<file path="config.mk">
export PLATFORM = sky130hd
export DESIGN_NAME = rcad_rx_align
export DESIGN_NICKNAME = d
export VERILOG_FILES = /design/src/rcad_pkg.sv /design/src/rcad_rx_align.sv
export SDC_FILE = /design/constraint.sdc
export NUM_CORES = 1
export LEC_CHECK = 0
export ABC_AREA = 1
export BUFFER_PORTS_ARGS = -buffer_cell sky130_fd_sc_hd__buf_2
export CAP_MARGIN = 5
export CORE_UTILIZATION = 32
export DETAILED_ROUTE_END_ITERATION = 6
export HOLD_SLACK_MARGIN = 0.08
export SLEW_MARGIN = 25
export SYNTH_ARGS = -nofsm -noshare
export SYNTH_HDL_FRONTEND = slang
export SYNTH_SLANG_ARGS = --single-unit
</file>
<file path="constraint.sdc">
create_clock -name CLK -period 14.91 [get_ports CLK]
set_input_delay 1.491 -clock CLK [delete_from_list [all_inputs] [get_ports CLK]]
set_output_delay 1.491 -clock CLK [all_outputs]
set_load 0.05 [all_outputs]
</file>
<file path="src/rcad_pkg.sv">
// Constants and code tables for the receive comma aligner and decoder.
// Assumes a 10 MHz system clock and a sampled, slower recovered word clock.
// Summary of operation
// - Two decoders each turn one 10-bit half of the word into a byte.
// - A comma search fixes the group boundary and puts the comma at the LSB.
// - Besides half rate clearing an offset of 10 or more to 0, only the 0011111 comma moves the boundary, never its complement.
// - The decoder results go to a 20-bit register, valid per word clock.
// - Decoding on: bit 16 is high for a K low byte, low for D; byte on 0..7.
// - Full rate, decoding on: bit 17 flags the high byte K, byte on 8..15.
// - A bad group, or a K code not allowed, reads as K0.0 in that byte only.
// - Only K28.0-K28.7, K23.7, K27.7, K29.7 and K30.7 are valid K codes.
// - Decode pin low drives raw code bits; high drives bytes and flags.
// - The rate pin picks 20-bit words (full rate) or 10-bit words (half).
// - Receive rate is chosen with no tie to any transmit rate setting.
// - Half-rate raw mode drives the group on bits 0..9, floats 10..19.
// - Half-rate decoded drives bits 0..7 and 16, floats 8..15 and 17..19.
// - Full-rate raw drives all 20 bits, first bit received on bit 0.
// - Full-rate decoded: earlier group low, later high, floats 18..19.
// - At full rate the boundary puts a comma K28.5 in the low byte.
`default_nettype none

package rcad_pkg;
	localparam int WORD_W = 20;
	localparam int CODE_W = 10;
	localparam int WIN_W  = 40;
	// Comma bits in arrival order, first bit at the LSB
	localparam logic [6:0] COMMA_POS = 7'h7C;
	localparam logic [7:0] ERR_BYTE = 8'h00;
	localparam logic [5:0] K28_6B = 6'h0F;
	localparam logic [4:0] K28_IDX = 5'h1C;
	localparam logic [3:0] ALT7_4B = 4'h7;
	localparam logic [31:0] K7_SET = 32'h6880_0000;
	localparam logic [31:0] A7_SET = 32'h0016_6800;
	// 6b and 4b codes for negative disparity, first bit at the MSB
	localparam logic [5:0] ENC6 [32] = '{
		6'h27, 6'h1D, 6'h2D, 6'h31, 6'h35, 6'h29, 6'h19, 6'h38,
		6'h39, 6'h25, 6'h15, 6'h34, 6'h0D, 6'h2C, 6'h1C, 6'h17,
		6'h1B, 6'h23, 6'h13, 6'h32, 6'h0B, 6'h2A, 6'h1A, 6'h3A,
		6'h33, 6'h26, 6'h16, 6'h36, 6'h0E, 6'h2E, 6'h1E, 6'h2B};
	localparam logic [3:0] ENC4 [8] = '{
		4'hB, 4'h9, 4'h5, 4'hC, 4'hD, 4'hA, 4'h6, 4'hE};
	// K28 4b codes after the positive 6b half
	localparam logic [3:0] K28_4B [8] = '{
		4'hB, 4'h6, 4'hA, 4'hC, 4'hD, 4'h5, 4'h9, 4'h7};
	localparam logic [19:0] OE_FULL_RAW = 20'hF_FFFF;
	localparam logic [19:0] OE_FULL_DEC = 20'h3_FFFF;
	localparam logic [19:0] OE_HALF_RAW = 20'h0_03FF;
	localparam logic [19:0] OE_HALF_DEC = 20'h1_00FF;
endpackage

`default_nettype wire

</file>
<file path="src/rcad_rx_align.sv">
// Receive comma aligner with two 8b/10b decoders and a two-entry buffer.
// Assumes RX_WORD changes away from the rising edge of RX_WORD_CLK and
// that RX_WORD_CLK is well below half of CLK.
`default_nettype none

module rcad_rx_align (
	input  wire logic                        CLK,
	input  wire logic                        RESETN,
	input  wire logic                        RX_WORD_CLK,
	input  wire logic [rcad_pkg::WORD_W-1:0] RX_WORD,
	input  wire logic                        DECODE_ENABLE_PIN,
	input  wire logic                        RX_RATE_SELECT_PIN,
	input  wire logic                        RX_READY,
	output var  logic [rcad_pkg::WORD_W-1:0] RX_DATA,
	output var  logic [rcad_pkg::WORD_W-1:0] RX_DATA_OE,
	output var  logic                        RX_VALID,
	output var  logic                        RX_SYNC,
	output var  logic                        RX_OVERRUN
);
	import rcad_pkg::*;

	// ****************************************
	// Code group decoder
	// ****************************************
	// Result is {error, K flag, byte}; no running disparity check
	function automatic logic [9:0] dec(input logic [9:0] g);
		logic [9:0] r;
		logic [5:0] s6;
		logic [3:0] s4;
		logic [3:0] c4;
		logic [4:0] x;
		logic [2:0] y;
		logic       hx;
		logic       hy;
		logic       k;
		r  = '0;
		x  = '0;
		y  = '0;
		hx = 1'b0;
		hy = 1'b0;
		k  = 1'b0;
		for (int i = 0; i < CODE_W; i++) begin
			r[CODE_W-1-i] = g[i];
		end
		s6 = r[9:4];
		s4 = r[3:0];
		for (int d = 0; d < 32; d++) begin
			if (s6 == ENC6[d] || (s6 == ~ENC6[d] &&
			    (d == 7 || $countones(ENC6[d]) != 3))) begin
				x  = 5'(d);
				hx = 1'b1;
			end
		end
		if (s6 == K28_6B || s6 == ~K28_6B) begin
			x  = K28_IDX;
			hx = 1'b1;
			for (int j = 0; j < 8; j++) begin
				c4 = (s6 == K28_6B) ? ~K28_4B[j] : K28_4B[j];
				if (s4 == c4) begin
					y  = 3'(j);
					hy = 1'b1;
					k  = 1'b1;
				end
			end
		end else if (s4 == ALT7_4B || s4 == ~ALT7_4B) begin
			// Alternate x.7 form: K23/27/29/30.7 or a few data codes
			y  = 3'h7;
			hy = hx && (K7_SET[x] || A7_SET[x]);
			k  = K7_SET[x];
		end else begin
			for (int j = 0; j < 8; j++) begin
				c4 = ENC4[j];
				if (s4 == c4 || (s4 == ~c4 &&
				    (j == 3 || $countones(c4) != 2))) begin
					y  = 3'(j);
					hy = 1'b1;
				end
			end
		end
		if (hx && hy) begin
			return {1'b0, k, y, x};
		end
		return {1'b1, 1'b1, ERR_BYTE};
	endfunction

	// ****************************************
	// Input synchronisers
	// ****************************************
	logic [2:0]        lclk;
	logic [WORD_W-1:0] word_s1;
	logic [WORD_W-1:0] word_s2;
	logic [1:0]        pin_s1;
	logic              dec_s2;
	logic              full;
	logic              strobe;

	always_ff @(posedge CLK or negedge RESETN) begin
		if (!RESETN) begin
			lclk    <= '0;
			word_s1 <= '0;
			word_s2 <= '0;
			pin_s1  <= '0;
			dec_s2  <= 1'b0;
			full    <= 1'b0;
		end else begin
			lclk    <= {lclk[1:0], RX_WORD_CLK};
			word_s1 <= RX_WORD;
			word_s2 <= word_s1;
			pin_s1  <= {RX_RATE_SELECT_PIN, DECODE_ENABLE_PIN};
			dec_s2  <= pin_s1[0];
			full    <= pin_s1[1];
		end
	end

	// Data and clock share the same depth, so the pairing holds
	assign strobe = lclk[1] && !lclk[2];

	// ****************************************
	// Comma search and alignment
	// ****************************************
	logic [WIN_W-1:0]  win;
	logic [WORD_W-1:0] prev;
	logic [WORD_W-1:0] next_prev;
	logic [WORD_W-1:0] al;
	logic [4:0]        off;
	logic [4:0]        next_off;
	logic [4:0]        sel_off;
	logic [4:0]        pos;
	logic              found;
	logic              next_sync;

	always_comb begin
		if (full) begin
			win = {word_s2, prev};
		end else begin
			win = WIN_W'({word_s2[CODE_W-1:0], prev[CODE_W-1:0]});
		end
		found = 1'b0;
		pos   = '0;
		// Downward scan so the earliest comma wins
		for (int p = WORD_W - 1; p >= 0; p--) begin
			if ((full || p < CODE_W) && win[p +: 7] == COMMA_POS) begin
				found = 1'b1;
				pos   = 5'(p);
			end
		end
		if (found) begin
			sel_off = pos;
		end else if (!full && off >= 5'(CODE_W)) begin
			sel_off = '0;
		end else begin
			sel_off = off;
		end
		al        = WORD_W'(win >> sel_off);
		next_off  = strobe ? sel_off : off;
		next_prev = strobe ? word_s2 : prev;
		next_sync = RX_SYNC || (strobe && found);
	end

	always_ff @(posedge CLK or negedge RESETN) begin
		if (!RESETN) begin
			off     <= '0;
			prev    <= '0;
			RX_SYNC <= 1'b0;
		end else begin
			off     <= next_off;
			prev    <= next_prev;
			RX_SYNC <= next_sync;
		end
	end

	// ****************************************
	// Decoders and bus mapping
	// ****************************************
	logic [9:0]        lane [2];
	logic [WORD_W-1:0] bus_d;
	logic [WORD_W-1:0] bus_oe;

	for (genvar i = 0; i < 2; i++) begin : g_lane
		assign lane[i] = dec(al[i*CODE_W +: CODE_W]);
	end

	always_comb begin
		bus_d  = al;
		bus_oe = OE_FULL_RAW;
		if (dec_s2) begin
			bus_d = {2'b00, lane[1][8], lane[0][8],
			         lane[1][7:0], lane[0][7:0]};
			bus_oe = OE_FULL_DEC;
		end
		if (!full) begin
			bus_oe = dec_s2 ? OE_HALF_DEC : OE_HALF_RAW;
			bus_d  = bus_d & bus_oe;
		end
	end

	// ****************************************
	// Capture register and two-entry buffer
	// ****************************************
	// The link cannot be paused: a word meeting a full path is dropped
	// and flagged rather than silently overwriting a held one.
	logic              cap_v;
	logic              next_cap_v;
	logic [WORD_W-1:0] cap_d;
	logic [WORD_W-1:0] next_cap_d;
	logic [WORD_W-1:0] cap_oe;
	logic [WORD_W-1:0] next_cap_oe;
	logic              sv;
	logic              next_sv;
	logic [WORD_W-1:0] sd;
	logic [WORD_W-1:0] next_sd;
	logic [WORD_W-1:0] soe;
	logic [WORD_W-1:0] next_soe;
	logic              next_ov;
	logic [WORD_W-1:0] next_od;
	logic [WORD_W-1:0] next_ooe;
	logic              next_overrun;
	logic              take;
	logic              load;

	always_comb begin
		take         = cap_v && !sv;
		load         = strobe && (!cap_v || take);
		next_cap_v   = load || (cap_v && !take);
		next_cap_d   = load ? bus_d : cap_d;
		next_cap_oe  = load ? bus_oe : cap_oe;
		next_overrun = strobe && !load;
		next_ov      = RX_VALID;
		next_od      = RX_DATA;
		next_ooe     = RX_DATA_OE;
		next_sv      = sv;
		next_sd      = sd;
		next_soe     = soe;
		if (!RX_VALID || RX_READY) begin
			if (sv) begin
				next_ov  = 1'b1;
				next_od  = sd;
				next_ooe = soe;
				next_sv  = 1'b0;
			end else begin
				next_ov = take;
				if (take) begin
					next_od  = cap_d;
					next_ooe = cap_oe;
				end
			end
		end else if (take) begin
			next_sv  = 1'b1;
			next_sd  = cap_d;
			next_soe = cap_oe;
		end
	end

	always_ff @(posedge CLK or negedge RESETN) begin
		if (!RESETN) begin
			cap_v      <= 1'b0;
			cap_d      <= '0;
			cap_oe     <= '0;
			sv         <= 1'b0;
			sd         <= '0;
			soe        <= '0;
			RX_VALID   <= 1'b0;
			RX_DATA    <= '0;
			RX_DATA_OE <= '0;
			RX_OVERRUN <= 1'b0;
		end else begin
			cap_v      <= next_cap_v;
			cap_d      <= next_cap_d;
			cap_oe     <= next_cap_oe;
			sv         <= next_sv;
			sd         <= next_sd;
			soe        <= next_soe;
			RX_VALID   <= next_ov;
			RX_DATA    <= next_od;
			RX_DATA_OE <= next_ooe;
			RX_OVERRUN <= next_overrun;
		end
	end
endmodule

`default_nettype wire

</file>
==> metrics.md <==
| Metric | Value |
|---|---|
| Mean Syn Cell Area | `6.68 um2` |
| Top cell type's share of synthesized area | `34.8%` |
| WS Path Type | `register to register` |
| Final hold violations | `0` |
| Total GRT Usage | `around a fifth` |
| Routed Antenna Nets | `0` |
| Grt ovf | `0` |
| Largest family of logic cells by synthesized area | `simple AND/OR/NAND/NOR gates` |
| Period minus WS final | `7.48 ns` |
| CTS max path bufs | `2` |
| Via count | `11.0k` |
| Worst skew pair latency | `between 0.4 and 0.5 ns` |
| Switching pwr | `1.61 mW` |
| Relative slew slack | `39.4%` |
| Cts hold-fix bufs | `0` |
| Status | `finished, final reports clean` |
| Flop pwr share | `approximately a fifth` |
| Sequential fraction of the synthesis area | `34.8%` |
| Die span in y | `187 um` |
| Most numerous cell in the Yosys netlist | `nand2_1` |
| Slew at the pin with the worst max-slew slack | `0.906 ns` |
| Die Wd | `187 um` |
| Clk_skew | `0.0224 ns` |
| Routed WL | `32.5 mm` |
| Yosys cell types | `62` |
| Routed WL per cell | `15.4 um` |
| Post-synthesis cell area | `10,900 um2` |
| HP Class | `register to register` |
| Clock root buffer | `clkbuf_16` |
| Core Region | `around 34,000 um2` |
| Max VDD drop | `0.118 mV` |
| Io pins | `69` |
| Yosys warning count | `0` |
| Post-CTS sizing | `0` |
| Worst Setup SP | `full` |
| Layout cell share with drive strength beyond 1 | `14.2%` |
| Final Util | `36.0%` |
| Post-synthesis mux area share | `1.03%` |
| Post-DP HPWL | `24.3 mm` |
| Seq cells post-synth | `152` |
| Syn-to-layout area delta | `10.6%` |
| Crit path launch type | `register` |
| Ys flop type | `dfrtp_1` |
| Vias per cell | `5.20` |
| CP Data Arrival Time | `7.77 ns` |
| PwrDens | `roughly 240 nW/um2` |
| CTS tree | `yes` |
| Initial Util | `32.6%` |
| Clk network pwr share | `~15%` |
| Final setup viols | `0` |
| Logic pwr share | `64.8%` |
| First-pass DRT Iterations | `5` |
| Site Rows | `67` |
| Final nets | `1,676` |
| Port bufs | `about 70` |
| Clock slew at reported path FFs | `0.07 ns` |
| Cell count after synthesis | `1,635` |
| Initial antenna violation count | `0` |
| Worst hold start | `word_s1[15]` |
| Final worst path period share | `50.2%` |
| Pins Over Slew Limit | `0` |
| Residual DRC | `0` |
| F_max | `134 MHz` |
| Starting DRT DRC Count | `874` |
| Clk sinks | `152` |
| Synth async-reset ratio | `100%` |
| Post-synth top cells | `nand2_1, nand3_1, dfrtp_1, inv_1, nor2_1` |
| Adder-cell area share of the yosys netlist | `0.229%` |
| Crit-path most repeated cell | `nand2_2` |
| Largest cells by area after synthesis | `dfrtp_1, nand2_1, nand3_1` |
| Synth area leader | `dfrtp_1` |
| Number of global-route vias before repair | `about 10k` |
| Worst Setup End Kind | `register` |
| Routability cong. | `between 0.9 and 1` |
| Int Pwr | `1.29 mW` |
| Antenna fix cells | `0` |
| RSZ-0062 raised after global routing | `false` |
| Postcts setup bufs | `0` |
| Setup TNS | `0 ns` |
| Max Cap Viol | `0` |
| Crit-path max cell delay | `between 0.8 and 0.9 ns` |
| Synth Area in Compound Gates | `13.9%` |
| CTS H-tree depth | `4` |
| Synth Area in XOR/XNOR | `0.641%` |
| Worst-path fanout max | `48` |
| Largest net degree at the start of global routing | `slightly above 80` |
| Number of synthesized flops with an enable pin | `0` |
| Net switching fraction of the power | `55.6%` |
| Die Area | `34,900 um2` |
| Launch point of the worst reg-to-reg path | `full` |
| Syn Nets | `around 1.7k` |
| First-pass GRT wire length | `53.6 mm` |
| CTS Buf Count | `17` |
| Leakage | `around 6 nW` |
| Worst path slowest cell | `nand2_2` |
| Simple-gate share of the synthesized area | `38.6%` |
| Data required time of the worst path | `around 15 ns` |
## worst max-delay path, delay by kind of cell (launching register included)
kind,cells,cell delay (ns)
compound gates,11,1.53
buf+inv,6,0.79
simple gates,27,4.38
flops,1,0.32
fa+ha+maj,1,0.29
## kinds of logic (layout without fill, tap and decap cells)
| kind of cell | after synthesis | after routing |
|---|---|---|
| compound gates | 236 | 236 |
| mux | 10 | 10 |
| buf+inv | 272 | 298 |
| simple gates | 955 | 955 |
| flops | 152 | 152 |
| fa+ha+maj | 2 | 2 |
| xor+xnor | 8 | 8 |
## flip-flops by register name (all words and copies together) (netlist names), 2 cells and up
name	count
cap_oe	5
soe	5
lclk	3
word_s1	20
sd	20
RX_DATA	20
pin_s1	2
cap_d	20
RX_DATA_OE	5
word_s2	20
off	5
prev	20
## final cells by class
type / count / area (um2)
Sequential cell: 152 / 3800
Timing Repair Buffer: 79 / 442
Clock buffer: 17 / 425
Fill cell: 3658 / 21400
Inverter: 187 / 704
Tap cell: 448 / 561
Multi-Input combinational cell: 1211 / 5950
Clock inverter: 15 / 199
## through the flow
step           total power, mW  instances  hold slack [ns]  instance area [um2]  setup slack, ns
2_1_floorplan             2.03       1635            0.331                10900             9.69
3_3_place_gp              2.43       2076            0.332                11400             7.70
3_5_place_dp              2.44       2076            0.335                11400             7.56
4_1_cts                   2.89       2108            0.345                12100             7.54
5_1_grt                   3.16       2109            0.352                12100             6.63
6_report                  2.90       2109            0.344                12100             7.43
## path summary, 6_finish.rpt
kind | cells past startpoint | to | slack (ns)
max | 45 | cap_d[10] | 7.43
min | 0 | word_s2[15] | 0.34
max reg2reg | 45 | cap_d[10] | 7.43
min reg2reg | 0 | word_s2[15] | 0.34
max in group asynchronous | 2 | cap_d[13] | 12.47
min in group asynchronous | 1 | sv | 1.06
## cells in the final DEF, fill, tap and decap left out, drive strengths merged, types with 14 or more instances in the layout
cell,instances
a21oi,33
a31oi,35
o22ai,29
buf,79
nor2,153
nand2,493
nand3,244
o21ai,91
dfrtp,152
o211ai,14
inv,191
clkbuf,17
nand4,21
nor3,23
## power groups by stage
stage | registers [mW] | clock network (mW) | logic (mW)
floorplan | 0.663 | 0 | 1.37
global placement | 0.581 | 0 | 1.85
detailed placement | 0.583 | 0 | 1.85
CTS | 0.576 | 0.457 | 1.86
global route | 0.589 | 0.474 | 2.10
finish | 0.576 | 0.447 | 1.88
## layer usage
metal / routed length [um] / GRT usage (%) / vias to the layer above
met2: 14800 / 30.3 / 376
met1: 15300 / 26.2 / 5092
met4: 906 / 6.87 / 0
met5: 0 / 0 / -
met3: 1530 / 2.61 / 58
li1: - / - / 5435
No activity file was read; power rests on OpenSTA's default activity.
